**src/ess_pkg.sv**
```systemverilog
package ess_pkg;
    localparam logic [31:0] ESS_EXP_CFG1_ADDR  = 32'hc400_0024;
    localparam logic [31:0] ESS_CORE_CTRL_ADDR = 32'hc400_0100;
    localparam logic [31:0] ESS_STATUS_ADDR    = 32'hc400_0104;
    localparam int          ESS_BIG_END_BIT    = 7;
    localparam int          ESS_SWAP_EN_BIT    = 8;
    localparam int          ESS_FORCE_BIT      = 9;
    localparam int          ESS_EXP_SWAP_BIT   = 10;
    localparam logic [31:0] ESS_CFG1_RESET     = 32'h0000_0000;
    localparam logic [31:0] ESS_CTRL_RESET     = 32'h0000_0000;
    localparam logic [1:0]  ESS_HTRANS_NONSEQ  = 2'h2;
    localparam logic [1:0]  ESS_HTRANS_SEQ     = 2'h3;
    localparam logic [1:0]  ESS_SIZE_BYTE      = 2'h0;
    localparam logic [1:0]  ESS_SIZE_HALF      = 2'h1;
    localparam logic [1:0]  ESS_SUBWORD_MASK   = 2'h3;
    localparam logic [1:0]  ESS_HALF_MASK      = 2'h2;
    localparam int          ESS_PAGE_MSB       = 31;
    localparam int          ESS_PAGE_LSB       = 20;
    typedef enum logic [2:0] {
        ESS_MODE_BIG  = 3'h1,
        ESS_MODE_ADDR = 3'h2,
        ESS_MODE_DATA = 3'h4
    } ess_mode_t;
endpackage

```
**src/ess_lane_swap.sv**
```systemverilog
`timescale 1ns/1ns
// Byte lane reversal of one data word
module ess_lane_swap (
    input  wire logic        swap,
    input  wire logic [31:0] din,
    output logic      [31:0] dout
);
    always_comb begin
        dout = swap ? {din[7:0], din[15:8], din[23:16], din[31:24]} : din;
    end
endmodule

```
**src/endian_swap_select.sv**
```systemverilog
`timescale 1ns/1ns
// Summary of operation
// - Core byte order comes from control bit 7; one is big-endian.
// - After reset: little-endian, address-coherent, memory management disabled.
// - Byte-order bit acts whether or not memory management is enabled.
// - Coherency enables live in expansion config register at 0xc4000024.
// - Swap-select enable bit 8 affects core transactions only.
// - Little-endian, enable set, force bit 9 clear: page attribute one data-coherent, zero address-coherent.
// - Little-endian, enable and force bit 9 clear: always address-coherent, page attribute ignored.
// - Big-endian core: enable and page attribute ignored, pass unchanged.
// - Force bit 9 with little-endian: data-coherent swap for every core transaction.
// - Bit 10 selects byte swap for expansion-bus master transfers.
// - One coherency attribute per 1-Mbyte page, sent with each access.
// - Address-coherent keeps words; bytes mirror lanes, half-words swap halves.
// - Data-coherent keeps bytes at their addresses, reversing words and halves.
module endian_swap_select
    import ess_pkg::*;
(
    input  wire logic        hclk,
    input  wire logic        hresetn,
    input  wire logic        hsel,
    input  wire logic [31:0] haddr,
    input  wire logic [1:0]  htrans,
    input  wire logic        hwrite,
    input  wire logic [2:0]  hsize,
    input  wire logic [31:0] hwdata,
    input  wire logic        hready,
    output logic      [31:0] hrdata,
    output logic             hreadyout,
    output logic             hresp,
    input  wire logic        core_valid,
    input  wire logic [31:0] core_addr,
    input  wire logic [1:0]  core_size,
    input  wire logic        core_page_attr,
    input  wire logic [31:0] core_wdata,
    input  wire logic [31:0] sys_rdata,
    input  wire logic        exp_valid,
    input  wire logic [31:0] exp_wdata,
    input  wire logic [31:0] exp_sys_rdata,
    output logic             sys_valid,
    output logic      [31:0] sys_addr,
    output logic      [31:0] sys_wdata,
    output logic      [31:0] core_rdata,
    output logic      [2:0]  core_mode,
    output logic             core_page_attr_out,
    output logic             exp_sys_valid,
    output logic      [31:0] exp_sys_wdata,
    output logic      [31:0] exp_rdata,
    output logic             big_endian_out
);
    ////////////////////////////////////////////////////////////////////////////////////
    // Register file
    logic [31:0] cfg1_reg;
    logic [31:0] cfg1_next;
    logic [31:0] ctrl_reg;
    logic [31:0] ctrl_next;
    logic        wr_pend_reg;
    logic        wr_pend_next;
    logic [31:0] wr_addr_reg;
    logic [31:0] wr_addr_next;
    logic [31:0] hrdata_reg;
    logic [31:0] hrdata_next;
    logic        bus_start;

    assign bus_start = hsel && hready && (htrans == ESS_HTRANS_NONSEQ || htrans == ESS_HTRANS_SEQ);

    always_comb begin
        cfg1_next    = cfg1_reg;
        ctrl_next    = ctrl_reg;
        wr_pend_next = bus_start && hwrite;
        wr_addr_next = bus_start ? haddr : wr_addr_reg;
        hrdata_next  = hrdata_reg;
        if (wr_pend_reg) begin
            if (wr_addr_reg == ESS_EXP_CFG1_ADDR) begin
                cfg1_next = hwdata;
            end else if (wr_addr_reg == ESS_CORE_CTRL_ADDR) begin
                ctrl_next = hwdata;
            end
        end
        if (bus_start && !hwrite) begin
            if (haddr == ESS_EXP_CFG1_ADDR) begin
                hrdata_next = cfg1_reg;
            end else if (haddr == ESS_CORE_CTRL_ADDR) begin
                hrdata_next = ctrl_reg;
            end else if (haddr == ESS_STATUS_ADDR) begin
                hrdata_next = {29'h0, core_mode};
            end else begin
                hrdata_next = 32'h0000_0000;
            end
        end
    end

    // Reset to little-endian, no swap enables
    always_ff @(posedge hclk or negedge hresetn) begin
        if (!hresetn) begin
            cfg1_reg    <= ESS_CFG1_RESET;
            ctrl_reg    <= ESS_CTRL_RESET;
            wr_pend_reg <= 1'b0;
            wr_addr_reg <= 32'h0000_0000;
            hrdata_reg  <= 32'h0000_0000;
        end else begin
            cfg1_reg    <= cfg1_next;
            ctrl_reg    <= ctrl_next;
            wr_pend_reg <= wr_pend_next;
            wr_addr_reg <= wr_addr_next;
            hrdata_reg  <= hrdata_next;
        end
    end

    assign hrdata    = hrdata_reg;
    assign hreadyout = 1'b1;
    assign hresp     = 1'b0;

    ////////////////////////////////////////////////////////////////////////////////////
    // Mode selection
    logic      big_endian;
    logic      swap_en;
    logic      force_swap;
    logic      exp_swap;
    ess_mode_t mode;

    // No dependence on memory management state
    assign big_endian = ctrl_reg[ESS_BIG_END_BIT];
    assign swap_en    = cfg1_reg[ESS_SWAP_EN_BIT];
    assign force_swap = cfg1_reg[ESS_FORCE_BIT];
    assign exp_swap   = cfg1_reg[ESS_EXP_SWAP_BIT];

    always_comb begin
        if (big_endian) begin
            mode = ESS_MODE_BIG;
        end else if (force_swap) begin
            mode = ESS_MODE_DATA;
        end else if (swap_en) begin
            mode = core_page_attr ? ESS_MODE_DATA : ESS_MODE_ADDR;
        end else begin
            mode = ESS_MODE_ADDR;
        end
    end

    ////////////////////////////////////////////////////////////////////////////////////
    // Core path
    logic        data_swap;
    logic [31:0] core_wswap;
    logic [31:0] core_rswap;
    logic [31:0] core_addr_conv;
    logic [1:0]  low_flip;

    assign data_swap = (mode == ESS_MODE_DATA);

    always_comb begin
        low_flip = 2'h0;
        if (mode == ESS_MODE_ADDR) begin
            if (core_size == ESS_SIZE_BYTE) begin
                low_flip = ESS_SUBWORD_MASK;
            end else if (core_size == ESS_SIZE_HALF) begin
                low_flip = ESS_HALF_MASK;
            end
        end
        core_addr_conv = {core_addr[31:2], core_addr[1:0] ^ low_flip};
    end

    ess_lane_swap u_core_wr (
        .swap (data_swap),
        .din  (core_wdata),
        .dout (core_wswap)
    );
    ess_lane_swap u_core_rd (
        .swap (data_swap),
        .din  (sys_rdata),
        .dout (core_rswap)
    );

    ////////////////////////////////////////////////////////////////////////////////////
    // Expansion-bus master path
    logic [31:0] exp_wswap;
    logic [31:0] exp_rswap;

    ess_lane_swap u_exp_wr (
        .swap (exp_swap),
        .din  (exp_wdata),
        .dout (exp_wswap)
    );
    ess_lane_swap u_exp_rd (
        .swap (exp_swap),
        .din  (exp_sys_rdata),
        .dout (exp_rswap)
    );

    ////////////////////////////////////////////////////////////////////////////////////
    // Core output registers
    logic        sys_valid_reg;
    logic        sys_valid_next;
    logic [31:0] sys_addr_reg;
    logic [31:0] sys_addr_next;
    logic [31:0] sys_wdata_reg;
    logic [31:0] sys_wdata_next;
    logic [31:0] core_rdata_reg;
    logic [31:0] core_rdata_next;
    logic [2:0]  core_mode_reg;
    logic [2:0]  core_mode_next;
    logic        page_attr_reg;
    logic        page_attr_next;
    logic        big_reg;
    logic        big_next;

    always_comb begin
        sys_valid_next  = core_valid;
        sys_addr_next   = core_addr_conv;
        sys_wdata_next  = core_wswap;
        core_rdata_next = core_rswap;
        core_mode_next  = mode;
        page_attr_next  = core_page_attr;
        big_next        = big_endian;
    end

    always_ff @(posedge hclk or negedge hresetn) begin
        if (!hresetn) begin
            sys_valid_reg  <= 1'b0;
            sys_addr_reg   <= 32'h0000_0000;
            sys_wdata_reg  <= 32'h0000_0000;
            core_rdata_reg <= 32'h0000_0000;
            core_mode_reg  <= ESS_MODE_ADDR;
            page_attr_reg  <= 1'b0;
            big_reg        <= 1'b0;
        end else begin
            sys_valid_reg  <= sys_valid_next;
            sys_addr_reg   <= sys_addr_next;
            sys_wdata_reg  <= sys_wdata_next;
            core_rdata_reg <= core_rdata_next;
            core_mode_reg  <= core_mode_next;
            page_attr_reg  <= page_attr_next;
            big_reg        <= big_next;
        end
    end

    assign sys_valid          = sys_valid_reg;
    assign sys_addr           = sys_addr_reg;
    assign sys_wdata          = sys_wdata_reg;
    assign core_rdata         = core_rdata_reg;
    assign core_mode          = core_mode_reg;
    assign core_page_attr_out = page_attr_reg;
    assign big_endian_out     = big_reg;

    ////////////////////////////////////////////////////////////////////////////////////
    // Expansion output registers
    logic        exp_valid_reg;
    logic        exp_valid_next;
    logic [31:0] exp_wdata_reg;
    logic [31:0] exp_wdata_next;
    logic [31:0] exp_rdata_reg;
    logic [31:0] exp_rdata_next;

    always_comb begin
        exp_valid_next = exp_valid;
        exp_wdata_next = exp_wswap;
        exp_rdata_next = exp_rswap;
    end

    always_ff @(posedge hclk or negedge hresetn) begin
        if (!hresetn) begin
            exp_valid_reg <= 1'b0;
            exp_wdata_reg <= 32'h0000_0000;
            exp_rdata_reg <= 32'h0000_0000;
        end else begin
            exp_valid_reg <= exp_valid_next;
            exp_wdata_reg <= exp_wdata_next;
            exp_rdata_reg <= exp_rdata_next;
        end
    end

    assign exp_sys_valid = exp_valid_reg;
    assign exp_sys_wdata = exp_wdata_reg;
    assign exp_rdata     = exp_rdata_reg;
endmodule

```
**config.mk**
```make
export PLATFORM = sky130hd
export DESIGN_NAME = endian_swap_select
export DESIGN_NICKNAME = d
export VERILOG_FILES = /design/src/ess_pkg.sv /design/src/ess_lane_swap.sv /design/src/endian_swap_select.sv
export SDC_FILE = /design/constraint.sdc
export NUM_CORES = 1
export LEC_CHECK = 0
export ABC_CLOCK_PERIOD_IN_PS = 5500
export BUFFER_PORTS_ARGS = -buffer_cell sky130_fd_sc_hd__buf_2
export CORE_AREA = 2 2 172 174
export DETAILED_ROUTE_END_ITERATION = 8
export DIE_AREA = 0 0 174 176
export PLACE_DENSITY = 0.7
export SLEW_MARGIN = 25
export SYNTH_ARGS = -nofsm -noshare
export SYNTH_HDL_FRONTEND = slang
export SYNTH_SLANG_ARGS = --single-unit
```
**constraint.sdc**
```tcl
create_clock -name hclk -period 5.5 [get_ports hclk]
set_clock_uncertainty 0.05 [all_clocks]
set_input_delay 0.55 -clock hclk [delete_from_list [all_inputs] [get_ports hclk]]
set_output_delay 0.55 -clock hclk [all_outputs]
set_load 0.01 [all_outputs]
```
-- Word-level counts from Yosys, hierarchy flattened
Index checks and enable logic that the tools add are counted.
- bits of input ports: 239
- memory bits (writable): 0
- bits in latches: 0
- memories kept: 0
- word-level logic and storage cells: 50
- bits in read-only memories: 0
- register bits: 296
- eq/ne operators: 10
- shift operators: 0
- magnitude comparators: 0
- muxes and demuxes: 14
- reduce and logical (&&, ||, !) cells: 9
- add/sub/neg operators: 0
- bitwise gates (word level): 2
- div/mod/pow operators: 0
- multiply operators: 0
- operators by type and width (kind ; count):
    $mux 32 ; 6
    $eq 32x32->1 const B ; 5
    $mux 3 ; 5
    $mux 2 ; 3
    $eq 2x2->1 const B ; 2
    $logic_and 1x1->1 ; 4
    $eq 3x2->1 const B ; 1
    $eq 3x3->1 const B ; 1
    $reduce_and 3->1 ; 1
    $eq 2x1->1 const B ; 1
    $logic_not 2->1 ; 1
    $reduce_and 2->1 ; 1
    $xor 2x2->2 ; 1
    $logic_not 1->1 ; 1
    $logic_or 1x1->1 ; 1
    $not 1->1 ; 1

-- Longest topological paths before layout
- word-level depth: 7
- mapped depth: 6
- depth with buffers taken out: 4

-- Hierarchy
Synthesis repeated with hierarchy kept, for this count alone.
- cell total of the unflattened synthesis: 675
- area, all modules: 11661.2 um2
- by module, submodules not included (module ; seq. area each (um2) ; cells each ; instances ; area an instance (um2)):
    endian_swap_select ; 7383.3 ; 531 ; 1 ; 9484.1
    ess_lane_swap ; 0.0 ; 36 ; 4 ; 544.3

-- Worst setup path before layout
Ideal clock, no wire load.
- path type: input to register
- start: input port haddr[1]
- end: register hrdata_reg[21] (netlist: hrdata[21])
- data arrival time: 1865 ps
- setup slack: 3519 ps
- stages on the path: 6
- library setup time: 66 ps
- cells stage by stage: nor4_1 -> nand4_1 -> nor4_2 -> buf_2 -> buf_6 -> a221o_1
- longest elaborated chain between the ends: 3
- elaborated cells on any way between the ends: 4
- classes of those cells: eq/ne: 2; mux: 2
- ends and longest elaborated chain (element ; RTL line ; source):
    from (decl) ; endian_swap_select.sv:22 ; input wire logic [31:0] haddr,
    $eq 32x32->1 ; endian_swap_select.sv:83 ; end else if (haddr == ESS_CORE_CTRL_ADDR) begin
    $mux 32 ; endian_swap_select.sv:83 ;
    $mux 32 * ; endian_swap_select.sv:81 ; if (haddr == ESS_EXP_CFG1_ADDR) begin
    to (signal assigned) ; endian_swap_select.sv:106 ; hrdata_reg <= hrdata_next;
    to (decl) ; endian_swap_select.sv:61 ; logic [31:0] hrdata_reg;
Mark *: on every way between the ends. The rest lies on a longest branch, timed or not.
A chain may end at the register's enable or synchronous reset.

-- Worst setup path after layout
- start: input port haddr[1]
- end: register hrdata_reg[11] (netlist: hrdata[11])
The elaborated chain is that of the path after synthesis.

==> results.cfg <==
[status]
run_status = complete, no violations

[layout]
area_growth_syn_to_layout_pct = 33.47
multi_input_area_um2 = 3423
regArea_um2 = 7385
fin_cells = 1527
num-nets-final = 1354
layout-drive-gt1-share = 0.6325
fill_cells = 2515

[timing]
fin_ws_ns = 2.916
period_share = 0.4697
hold_slack_ns = 0.03668
relSlewSlack = 0.4319
maxClockFrequency_mhz = 387.1
setup_tns_ns = 0
tightest_slew_ns = 0.8458
finalMaxSlewViolations = 0
rsz0062_at_grt = false
final-hold-violation-count = 0
post-route-min-period_ns = 2.584
finalSetupViolCount = 0

[place]
dp_worst_setup_slack_ns = 2.318
hpwl_um = 20470
dp_cells = 1464
portBuffers = 433
globalplace.congestion = 0.8279

[global_routing]
overflow = 0
grt_use_total = 0.1812
grt_pass1_vias = 7861
antenna_found_initial = 4
grt_pass1_wl_um = 43520
grt_max_degree = 131

[logic_synthesis]
ys_warn_count = 0
syn_inst = 672
ys_seq_elements = 295
yosysSeqAreaShare = 0.6724
ys_types = 35
syn_avg_cell_area_um2 = 16.34
syn_nets = 911
syn_area_um2 = 10980

[critical_path]
cp_cell_sequence = buf_2 -> nor4_1 -> nand4_1 -> nor4_4 -> buf_4 -> a221o_1
setup.worst_path.start_class = input pin
critPathMaxStageDelay_ns = 0.86
cp.required_ns = 5.93
arrival_ns = 3.02
worstSetupPathType = input pin to flop
crit_fanout = 20
regToRegSetupSlack_ns = 3.01
critPathSlowestCell = nor4_4
end_kind = flop

[power]
power_frac_comb = 0.077
power.switching_uw = 1077
clkPwrFrac = 0.441
netSwitchingFraction = 0.2242
intPower_uw = 3726
vdd_drop_max_v = 0.0002603
seq_power_share = 0.482
power_density_nw_per_um2 = 327.8
p_leak_uw = 0.007294

[floorplanning]
fp.coreArea_um2 = 28550
die_h_um = 176
start_util = 0.3846
ios = 440
die_area_um2 = 30620
die-width_um = 174
rows = 62

[route]
via_count = 7352
wl_per_cell_um = 18.66
drc = 0
dr.pass1.iters = 6
drt-vias-per-instance = 4.815
ant_nets = 0
initialDrtViolationCount = 320
finalWirelength_um = 28500

[clock_tree]
path_clk_slew_ns = 0.06
clockBufferDepth = 3
htreeDepth = 1
cts_tree = yes
insertion_delay_ns = 0.56
numCtsBuffers = 31
postCtsResizedCells = 0
cts.sinks = 295
root_buffer = clkbuf_16

[flow_run]
max-cap-violations = 0

[worst_hold_path]
min_path_type = input pin to flop
## kinds of logic after synthesis
family	Yosys count	synth area share
flip-flops	295	0.6724
multiplexers	224	0.2297
other	2	0.0006839
buffers and inverters	36	0.01869
AO/OA/AOI/OAI	40	0.03407
AND/OR/NAND/NOR	73	0.04284
XOR/XNOR	2	0.001596
## layout make-up
type                    count  area share
well taps                 384     0.03278
multi-input cells         341      0.2336
repair buffers            445      0.1571
inverters                   1   0.0002561
flip-flops and latches    295      0.5039
clock inverters            13     0.01127
diodes                      3   0.0005123
clock buffers              45     0.06062
## metrics by stage
step | cell area, µm² | power, µW | util
3_5_place_dp | 13560 | 2728 | 0.4749
5_1_grt | 14650 | 5004 | 0.5131
3_3_place_gp | 13560 | 2716 | 0.4749
2_1_floorplan | 10980 | 2487 | -
6_report | 14660 | 4803 | 0.5134
4_1_cts | 14610 | 4878 | 0.5118
## final timing paths
check,start,to,cells past startpoint
setup / recovery,haddr[1],hrdata[11],6
hold / removal,core_addr[18],sys_addr[18],1
hold reg to reg,hrdata[2],hrdata[2],2
max in group asynchronous,hresetn,cfg1_reg[10],4
min in group asynchronous,hresetn,ctrl_reg[28],2
setup reg to reg,wr_addr_reg[1],cfg1_reg[20],5
## cell usage after synthesis
library cell | number | area, µm²
buf_6 | 4 | 45.04
nor4b_2 | 1 | 15.01
nor4_4 | 1 | 21.27
a21o_1 | 3 | 22.52
mux2_1 | 5 | 56.30
clkbuf_1 | 15 | 56.30
xor2_1 | 1 | 8.760
nor3_2 | 1 | 10.01
buf_2 | 8 | 40.04
nand2b_1 | 2 | 12.51
nor4_1 | 9 | 56.30
buf_4 | 8 | 60.06
nor2b_1 | 4 | 25.02
nor4bb_1 | 3 | 30.03
nor2_1 | 5 | 18.77
a21oi_1 | 1 | 5.000
a22oi_1 | 3 | 22.52
nor4_2 | 1 | 12.51
nand3_1 | 1 | 5.000
nand4_1 | 4 | 25.02
a211oi_1 | 1 | 7.510
nor3_1 | 4 | 20.02
or2_2 | 1 | 6.260
a221o_1 | 29 | 290.3
dfrtp_1 | 294 | 7357
dfstp_2 | 1 | 26.28
and2_0 | 17 | 106.4
and2_1 | 12 | 75.07
nor4b_1 | 1 | 8.760
nand2_1 | 6 | 22.52
xnor2_1 | 1 | 8.760
inv_1 | 1 | 3.750
conb_1 | 2 | 7.510
mux2_2 | 219 | 2466
o41ai_1 | 3 | 26.28
## layout by cell type, fill, tap and decap left out, types with 4 or more instances in the layout
cell	instances
nor2b_1	4
nor4_1	9
and2_0	17
clkbuf_16	31
nand2_1	6
nor2_1	4
buf_2	432
mux2_1	5
nand4_1	4
a221o_1	29
nor3_1	4
buf_4	9
mux2_2	219
clkinv_2	6
clkbuf_8	6
clkbuf_1	8
and2_1	12
dfrtp_1	293
## worst max-delay path: cells and delay by family
kind | cells | cell delay (ns)
AND/OR/NAND/NOR | 3 | 1.72
AO/OA/AOI/OAI | 1 | 0.21
buffers and inverters | 2 | 0.51
## power groups by stage
stage,logic [µW],registers [µW],clock network (µW)
after CTS,375,2320,2190
after global routing,406,2330,2270
after floorplan,104,2380,0
after global placement,364,2350,0
after detailed placement,373,2360,0
final,371,2320,2120
## routing by layer
layer	vias to the layer above	global-route usage	part of all wire
li1	3317	-	-
met1	3699	0.2188	0.39
met2	275	0.3096	0.50
met3	57	0.05620	0.074
met4	4	0.06057	0.029
met5	-	0	0.0011
## what timing repair did
item / CTS / global route
buffers inserted: 0 / 0
endpoints found under the hold margin: 0 / 28
hold buffers: 0 / 1
setup endpoints to repair: 0 / 0
Power figures use the tool's default switching activity.
